### src/hdl/ef_sector_pkg.sv
// Constants for the earth-fault sector configuration decoder.
// Assumes a single 20 MHz clock domain; no bus, switches arrive on plain ports.
package ef_sector_pkg;
    localparam int SW_WIDTH = 8;
    localparam int ANGLE_WIDTH = 8;
    // Switch positions within the option switchgroup
    localparam int POS_PRINCIPLE = 0;
    localparam int POS_STORAGE = 1;
    localparam int POS_NEG_A = 2;
    localparam int POS_NEG_B = 3;
    localparam int POS_POS_A = 4;
    localparam int POS_POS_B = 5;
    localparam logic [7:0] SW_RESET = 8'h00;
    // Sector limits as magnitudes in degrees
    localparam logic [7:0] NEG_NARROW = 8'h50;
    localparam logic [7:0] NEG_WIDE = 8'h58;
    localparam logic [7:0] NEG_120 = 8'h78;
    localparam logic [7:0] NEG_170 = 8'hAA;
    localparam logic [7:0] POS_80 = 8'h50;
    localparam logic [7:0] POS_70 = 8'h46;
    localparam logic [7:0] POS_60 = 8'h3C;
    localparam logic [7:0] WIDE_SHIFT = 8'h08;
    typedef enum logic [1:0] {
        PRINC_ANGLE = 2'h1,
        PRINC_ACTIVE = 2'h2
    } principle_t;
endpackage : ef_sector_pkg

### src/hdl/earth_fault_sector_config.sv
// Decoder of the earth-fault option switchgroup into sector limits and principles.
// Assumes front panel and serial host present single-cycle write strobes.
//
// Contract
// Principle switch 0 selects phase angle, 1 selects active current.
// Negative 120 or 170 forces angle negative side, active-current positive side.
// Storage switch 0 means volatile records, 1 means non-volatile.
// Negative patterns 00:-80/-88, 10:-120, 01:-170, 11:-120.
// Positive patterns 00:+80, 10:+70, 01 and 11:+60.
// Wide bit adds 8 degrees to positive limits, both stages.
// Panel write or serial parameter write update the same switchgroup.
// Non-volatile records survive supply loss only if a trip occurred.
// Decoded settings update only at a measurement evaluation strobe; keepOnSupplyLoss updates on every mclk edge.
`timescale 1ns/1ps
module earth_fault_sector_config
    import ef_sector_pkg::*;
(
    input wire logic mclk,
    input wire logic arst_n,
    input wire logic panelWrite,
    input wire logic [SW_WIDTH-1:0] panelData,
    input wire logic remoteWrite,
    input wire logic [SW_WIDTH-1:0] remoteData,
    input wire logic wide_sector_bit,
    input wire logic evalStrobe,
    input wire logic recordHasTrip,
    output logic [SW_WIDTH-1:0] earth_fault_option_switches,
    output principle_t negPrinciple,
    output principle_t posPrinciple,
    output logic [ANGLE_WIDTH-1:0] negLimit,
    output logic [ANGLE_WIDTH-1:0] posLimit,
    output logic keepOnSupplyLoss
);
    logic [SW_WIDTH-1:0] sw_reg;
    logic [SW_WIDTH-1:0] sw_next;
    logic [ANGLE_WIDTH-1:0] negLimit_reg;
    logic [ANGLE_WIDTH-1:0] posLimit_reg;
    principle_t negPrinc_reg;
    principle_t posPrinc_reg;
    logic keep_reg;

    // Fixed switch positions and 8-bit sector constants bound the widths
    if (SW_WIDTH <= POS_POS_B) begin : g_sw_width_check
        $error("switchgroup narrower than its switch positions");
    end
    if (ANGLE_WIDTH != $bits(NEG_170)) begin : g_angle_width_check
        $error("angle width differs from the sector constants");
    end

    wire logic principle_select = sw_reg[POS_PRINCIPLE];
    wire logic record_storage_select = sw_reg[POS_STORAGE];
    wire logic [1:0] negSel = {sw_reg[POS_NEG_B], sw_reg[POS_NEG_A]};
    wire logic [1:0] posSel = {sw_reg[POS_POS_B], sw_reg[POS_POS_A]};

    // shared switchgroup; serial wins a same-cycle clash as the later command
    assign sw_next = remoteWrite ? remoteData : (panelWrite ? panelData : sw_reg);

    // negative decode
    wire logic [ANGLE_WIDTH-1:0] negDecoded =
        (negSel == 2'h0) ? (wide_sector_bit ? NEG_WIDE : NEG_NARROW) :
        (negSel == 2'h2) ? NEG_170 : NEG_120;
    // positive decode
    wire logic [ANGLE_WIDTH-1:0] posBase =
        (posSel == 2'h0) ? POS_80 : (posSel == 2'h1) ? POS_70 : POS_60;
    // wide sector shift
    wire logic [ANGLE_WIDTH-1:0] posDecoded = wide_sector_bit ? posBase + WIDE_SHIFT : posBase;
    // extended negative sector forces mixed principle
    wire logic extendedNeg = negSel != 2'h0;
    // principle select
    wire principle_t basePrinc = principle_select ? PRINC_ACTIVE : PRINC_ANGLE;
    wire principle_t negDecPrinc = extendedNeg ? PRINC_ANGLE : basePrinc;
    wire principle_t posDecPrinc = extendedNeg ? PRINC_ACTIVE : basePrinc;
    // retain only non-volatile records holding a trip
    wire logic keepDecoded = record_storage_select & recordHasTrip;

    always_ff @(posedge mclk or negedge arst_n) begin
        if (!arst_n) begin
            sw_reg <= SW_RESET;
        end else begin
            sw_reg <= sw_next;
        end
    end

    // settings latched at evaluation boundary only
    always_ff @(posedge mclk or negedge arst_n) begin
        if (!arst_n) begin
            negLimit_reg <= NEG_NARROW;
            posLimit_reg <= POS_80;
            negPrinc_reg <= PRINC_ANGLE;
            posPrinc_reg <= PRINC_ANGLE;
        end else if (evalStrobe) begin
            negLimit_reg <= negDecoded;
            posLimit_reg <= posDecoded;
            negPrinc_reg <= negDecPrinc;
            posPrinc_reg <= posDecPrinc;
        end
    end

    always_ff @(posedge mclk or negedge arst_n) begin
        if (!arst_n) begin
            keep_reg <= 1'b0;
        end else begin
            keep_reg <= keepDecoded;
        end
    end

    assign earth_fault_option_switches = sw_reg;
    assign negLimit = negLimit_reg;
    assign posLimit = posLimit_reg;
    assign negPrinciple = negPrinc_reg;
    assign posPrinciple = posPrinc_reg;
    assign keepOnSupplyLoss = keep_reg;

    // remote write lands
    remote_write_a: assert property (@(posedge mclk) disable iff (!arst_n)
        remoteWrite |=> earth_fault_option_switches == $past(remoteData))
        else $error("remote write not stored");
    // panel write lands
    panel_write_a: assert property (@(posedge mclk) disable iff (!arst_n)
        panelWrite && !remoteWrite |=> earth_fault_option_switches == $past(panelData))
        else $error("panel write not stored");
    // serial wins clash
    remote_wins_a: assert property (@(posedge mclk) disable iff (!arst_n)
        remoteWrite && panelWrite |=> earth_fault_option_switches == $past(remoteData))
        else $error("panel write beat a same-cycle serial write");
    // switches hold idle
    switches_hold_a: assert property (@(posedge mclk) disable iff (!arst_n)
        !remoteWrite && !panelWrite |=> $stable(earth_fault_option_switches))
        else $error("switchgroup moved without a write");

    // hold between strobes
    limits_hold_a: assert property (@(posedge mclk) disable iff (!arst_n)
        !evalStrobe |=> $stable(negLimit) && $stable(posLimit)
        && $stable(negPrinciple) && $stable(posPrinciple))
        else $error("settings moved without evaluation strobe");

    // Switch values come from the strobe cycle, since a write may land at that edge
    // principle follows switch
    principle_sel_a: assert property (@(posedge mclk) disable iff (!arst_n)
        evalStrobe && !extendedNeg |=>
        posPrinciple == ($past(principle_select) ? PRINC_ACTIVE : PRINC_ANGLE))
        else $error("principle does not follow switch");
    // negative principle follows
    neg_principle_a: assert property (@(posedge mclk) disable iff (!arst_n)
        evalStrobe && !extendedNeg |=>
        negPrinciple == ($past(principle_select) ? PRINC_ACTIVE : PRINC_ANGLE))
        else $error("negative principle does not follow switch");
    // principle codes one-hot
    principle_onehot_a: assert property (@(posedge mclk) disable iff (!arst_n)
        $onehot(negPrinciple) && $onehot(posPrinciple))
        else $error("principle code not one-hot");
    // mixed principle forced
    mixed_force_a: assert property (@(posedge mclk) disable iff (!arst_n)
        evalStrobe && extendedNeg |=>
        negPrinciple == PRINC_ANGLE && posPrinciple == PRINC_ACTIVE)
        else $error("extended sector did not force mixed principle");

    // negative limits
    neg_limit_a: assert property (@(posedge mclk) disable iff (!arst_n)
        evalStrobe && negSel == 2'h1 |=> negLimit == NEG_120)
        else $error("pattern 10 not -120");
    // far negative sector
    neg_170_a: assert property (@(posedge mclk) disable iff (!arst_n)
        evalStrobe && negSel == 2'h2 |=> negLimit == NEG_170)
        else $error("pattern 01 not -170");
    // both negative switches
    neg_both_a: assert property (@(posedge mclk) disable iff (!arst_n)
        evalStrobe && negSel == 2'h3 |=> negLimit == NEG_120)
        else $error("pattern 11 not -120");
    // narrow negative
    neg_narrow_a: assert property (@(posedge mclk) disable iff (!arst_n)
        evalStrobe && negSel == 2'h0 && !wide_sector_bit |=> negLimit == NEG_NARROW)
        else $error("narrow sector not -80");
    // wide negative
    neg_wide_a: assert property (@(posedge mclk) disable iff (!arst_n)
        evalStrobe && negSel == 2'h0 && wide_sector_bit |=> negLimit == NEG_WIDE)
        else $error("wide narrow sector not -88");

    // positive limit
    pos_limit_a: assert property (@(posedge mclk) disable iff (!arst_n)
        evalStrobe && posSel == 2'h3 && !wide_sector_bit |=> posLimit == POS_60)
        else $error("pattern 11 not +60");
    // positive eighty
    pos_eighty_a: assert property (@(posedge mclk) disable iff (!arst_n)
        evalStrobe && posSel == 2'h0 && !wide_sector_bit |=> posLimit == POS_80)
        else $error("pattern 00 not +80");
    // positive seventy
    pos_seventy_a: assert property (@(posedge mclk) disable iff (!arst_n)
        evalStrobe && posSel == 2'h1 && !wide_sector_bit |=> posLimit == POS_70)
        else $error("pattern 10 not +70");
    // wide positive
    pos_wide_a: assert property (@(posedge mclk) disable iff (!arst_n)
        evalStrobe && posSel == 2'h1 && wide_sector_bit |=> posLimit == POS_70 + WIDE_SHIFT)
        else $error("wide +70 not +78");
    // wide eighty
    pos_eighty_wide_a: assert property (@(posedge mclk) disable iff (!arst_n)
        evalStrobe && posSel == 2'h0 && wide_sector_bit |=> posLimit == POS_80 + WIDE_SHIFT)
        else $error("wide +80 not +88");
    // wide sixty
    pos_sixty_wide_a: assert property (@(posedge mclk) disable iff (!arst_n)
        evalStrobe && posSel == 2'h2 && wide_sector_bit |=> posLimit == POS_60 + WIDE_SHIFT)
        else $error("wide pattern 01 not +68");
    // wide both positive
    pos_both_wide_a: assert property (@(posedge mclk) disable iff (!arst_n)
        evalStrobe && posSel == 2'h3 && wide_sector_bit |=> posLimit == POS_60 + WIDE_SHIFT)
        else $error("wide pattern 11 not +68");

    // storage retention
    keep_storage_a: assert property (@(posedge mclk) disable iff (!arst_n)
        keepOnSupplyLoss |-> $past(record_storage_select) && $past(recordHasTrip))
        else $error("retention without non-volatile trip record");
    // volatile never kept
    keep_volatile_a: assert property (@(posedge mclk) disable iff (!arst_n)
        !record_storage_select |=> !keepOnSupplyLoss)
        else $error("volatile records marked for retention");
    // trip record kept
    keep_trip_a: assert property (@(posedge mclk) disable iff (!arst_n)
        record_storage_select && recordHasTrip |=> keepOnSupplyLoss)
        else $error("non-volatile trip record not retained");

    // Covers mark the scenarios the bench is meant to reach
    wide_cover: cover property (@(posedge mclk) evalStrobe && wide_sector_bit);
    mixed_cover: cover property (@(posedge mclk) evalStrobe && negSel == 2'h2);
    remote_cover: cover property (@(posedge mclk) remoteWrite ##[1:4] evalStrobe);
    clash_cover: cover property (@(posedge mclk) remoteWrite && panelWrite);
    keep_cover: cover property (@(posedge mclk) keepOnSupplyLoss);
endmodule : earth_fault_sector_config

### config.mk
export PLATFORM = sky130hd
export DESIGN_NAME = earth_fault_sector_config
export DESIGN_NICKNAME = d
export VERILOG_FILES = /design/src/hdl/ef_sector_pkg.sv /design/src/hdl/earth_fault_sector_config.sv
export SDC_FILE = /design/constraint.sdc
export NUM_CORES = 1
export LEC_CHECK = 0
export ABC_AREA = 1
export BUFFER_PORTS_ARGS = -buffer_cell sky130_fd_sc_hd__buf_2
export CORE_MARGIN = 2
export CORE_UTILIZATION = 49
export CTS_CLUSTER_DIAMETER = 100
export DETAILED_ROUTE_END_ITERATION = 12
export MAX_ROUTING_LAYER = met4
export PLACE_DENSITY = 0.93
export SETUP_SLACK_MARGIN = 0.3
export SLEW_MARGIN = 20
export SYNTH_ARGS = -nofsm -noshare
export SYNTH_HDL_FRONTEND = slang
export SYNTH_SLANG_ARGS = --single-unit
### constraint.sdc
create_clock -name mclk -period 1.95 [get_ports mclk]
set_input_delay 0.39 -clock mclk [delete_from_list [all_inputs] [get_ports mclk]]
set_output_delay 0.39 -clock mclk [all_outputs]
set_load 0.1 [all_outputs]
==> results.tsv <==
stage	metric	value	unit
run_status	status	completed	
synth	register area share after synthesis	54.6	%
critical_path	worst endpoint required time	1.56	ns
sta	# setup viols final	0	
cts	Max clock buf depth	2	
power_and_ir_drop	power share of the combinational group	43.7	%
floorplan	Initial Util	51.2	%
synth	Post-Syn Area	1110	um^2
grt	initial antenna violation count	0	
cts	Inserted Clock Buffers	3	
placed_design	HPWL after DPL	1.67	mm
sta	Final period util	85.8	%
grt	Overflow after GRT	0	
sta	max-slew violation count	0	
power_and_ir_drop	IR drop worst, VDD	0.557	mV
floorplan	Core Region	2170	um^2
critical_path	Max FO, Critical Path	3	
cts	post-CTS setup buffers	0	
finish	area grow syn2layout	23.0	%
routing	via count	972	
cts	worst skew pair latency	0.31	ns
finish	commonest cells after routing, fill and taps aside	52 x nand2_1, 44 x buf_2, 20 x nand3_1	
cts	CTS Hold Bufs	0	
routing	WL per Instance	10.3	um
critical_path	CP peak stage delay	0.56	ns
synth	Seq cells post-synth	24	
placed_design	gpl congestion	0.821	
routing	Initial DRC Count	17	
power_and_ir_drop	sequential share of power	39.5	%
power_and_ir_drop	clock share of power	16.8	%
floorplan	height of the chip	51.6	um
cts	Reg clk slew, reported paths	0.13	ns
power_and_ir_drop	total power	1.50	mW
synth	distinct cell type count after synthesis	21	
grt	Overall Global Routing Usage	18.5	%
cts	clock root buffer	clkbuf_4	
critical_path	Slowest cell on crit path	dfstp_2	
critical_path	Crit Path Class	register to primary output	
routing	first drt pass iteration count	4	
critical_path	CP delay by family, top	flip-flops	
sta	TNS Setup	0	ns
placed_design	Port Buf Inserts	48	
critical_path	CP Buf/Inv Count	1	
power_and_ir_drop	sw frac	48.7	%
synth	YS warnings	0	
routing	antenna-violating nets left	0	
critical_path	flop2flop setup slack	0.82	ns
critical_path	crit path launch type	register	
sta	Max Fclk	598	MHz
synth	post-synthesis average cell area	8.55	um^2
power_and_ir_drop	pwr dens	1100	nW/um^2
synth	Yosys top cell area share	42.8	%
power_and_ir_drop	Lkg Pwr	0.776	nW
floorplan	IO Count	52	
synth	Syn Inst Count	130	
routing	vias per cell	4.81	
sta	Tmin final	1.67	ns
grt	global-route wire length before repair	3.59	mm
floorplan	die area	2660	um^2
grt	largest net degree at the start of global routing	25	
finish	ant diodes	0	
sta	Final Hold Fails	0	
routing	DRC errors left	0	
worst_hold_path	Tightest Hold Check Type	primary input to asynchronous set/reset pin	
finish	most common cell after layout, fill and taps aside	nand2_1	
job	maxcap violations	0	
power_and_ir_drop	switching pwr	0.732	mW
synth	dominant cells by area after synthesis	dfrtp_1 43%, nand2_1 18%, dfstp_2 12%	
cts	htree depth	1	
synth	area leader, netlist	dfrtp_1	
cts	CTS sink cnt	24	
floorplan	Die X	51.6	um
routing	final wirelength	2.08	mm
finish	layout cells sized above 1	37.4	%
power_and_ir_drop	Power Internal	0.771	mW
critical_path	CP Cell Sequence	buf_2	
sta	Worst Skew	0.00232	ns
sta	RSZ-0062 raised after global routing	yes	
critical_path	CP endpoint kind	primary output	
floorplan	num rows	17	
grt	vias in the first global route	853	
critical_path	worst endpoint data arrival time	1.28	ns
cts	CTS tree	built	
finish	max reg flops	8	
finish	nets	199	
-- power by group through the flow --
stage	Sequential (mW)	Combinational [mW]	Clock [mW]
6_report	0.594	0.656	0.253
5_1_grt	0.603	0.687	0.285
4_1_cts	0.595	0.660	0.263
3_5_place_dp	0.603	0.653	0
3_3_place_gp	0.599	0.647	0
2_1_floorplan	0.996	0.167	0
-- synth_stat cells --
| library cell | instances |
|---|---|
| buf_2 | 1 |
| buf_4 | 6 |
| buf_6 | 2 |
| clkbuf_1 | 1 |
| conb_1 | 1 |
| dfrtp_1 | 19 |
| dfstp_2 | 5 |
| ha_1 | 1 |
| inv_1 | 8 |
| inv_2 | 2 |
| nand2_1 | 52 |
| nand2_2 | 1 |
| nand2_4 | 1 |
| nand3_1 | 20 |
| nand3_2 | 1 |
| nand4_1 | 1 |
| nor2_1 | 3 |
| nor2_4 | 1 |
| o21a_1 | 1 |
| o21ai_0 | 2 |
| o21ai_1 | 1 |
-- cell families (layout without fill, tap and decap cells) --
kind of cell	after synthesis	count (layout)	share of synthesized area (%)
flops	24	24	54.6
other cells	1	3	0.338
simple gates	80	80	31.6
buf+inv	20	62	10.2
fa+ha+maj	1	1	1.13
compound gates	4	4	2.03
-- metal layers --
metal | track usage (%) | part of all wire (%) | vias up
met3 | 2.59 | 7.2 | 2
met5 | - | 0 | -
met4 | 7.02 | 0.53 | 0
li1 | - | - | 486
met1 | 23.6 | 44 | 446
met2 | 30.1 | 48 | 38
-- worst paths after layout --
| path | from | end | depth (start not counted) |
|---|---|---|---|
| hold reg to reg | posLimit[6] | posLimit[6] | 2 |
| min in group mclk | recordHasTrip | keepOnSupplyLoss | 3 |
| max in group asynchronous | arst_n | earth_fault_option_switches[5] | 1 |
| hold / removal | arst_n | negLimit[5] | 1 |
| setup / recovery | negLimit[6] | negLimit[4] | 1 |
| setup reg to reg | earth_fault_option_switches[5] | posLimit[5] | 7 |
-- through the flow --
stage	util, %	hold WS (ns)	setup slack, ns	instance area, um^2	std cells
final	63.0	0.0277	0.276	1370	202
after global routing	63.0	0.0615	0.237	1370	202
after CTS	63.0	0.0446	0.262	1370	202
after detailed placement	60.8	0.392	0.620	1320	198
after global placement	60.8	0.387	0.632	1320	198
after floorplan	-	0.0944	0.333	1120	132
-- repair_timing --
item,CTS,global route
resized for setup,4,0
pin swaps,0,0
setup endpoints to repair,6,2
-- area by class of cell --
type,instances,area (um^2)
inverters,10,37.5
flip-flops and latches,24,609
repair buffers,48,250
clock buffers,4,36.3
multi-input cells,88,398
fillers,200,803
well taps,28,35.0
No activity file was read; power rests on OpenSTA's default activity.
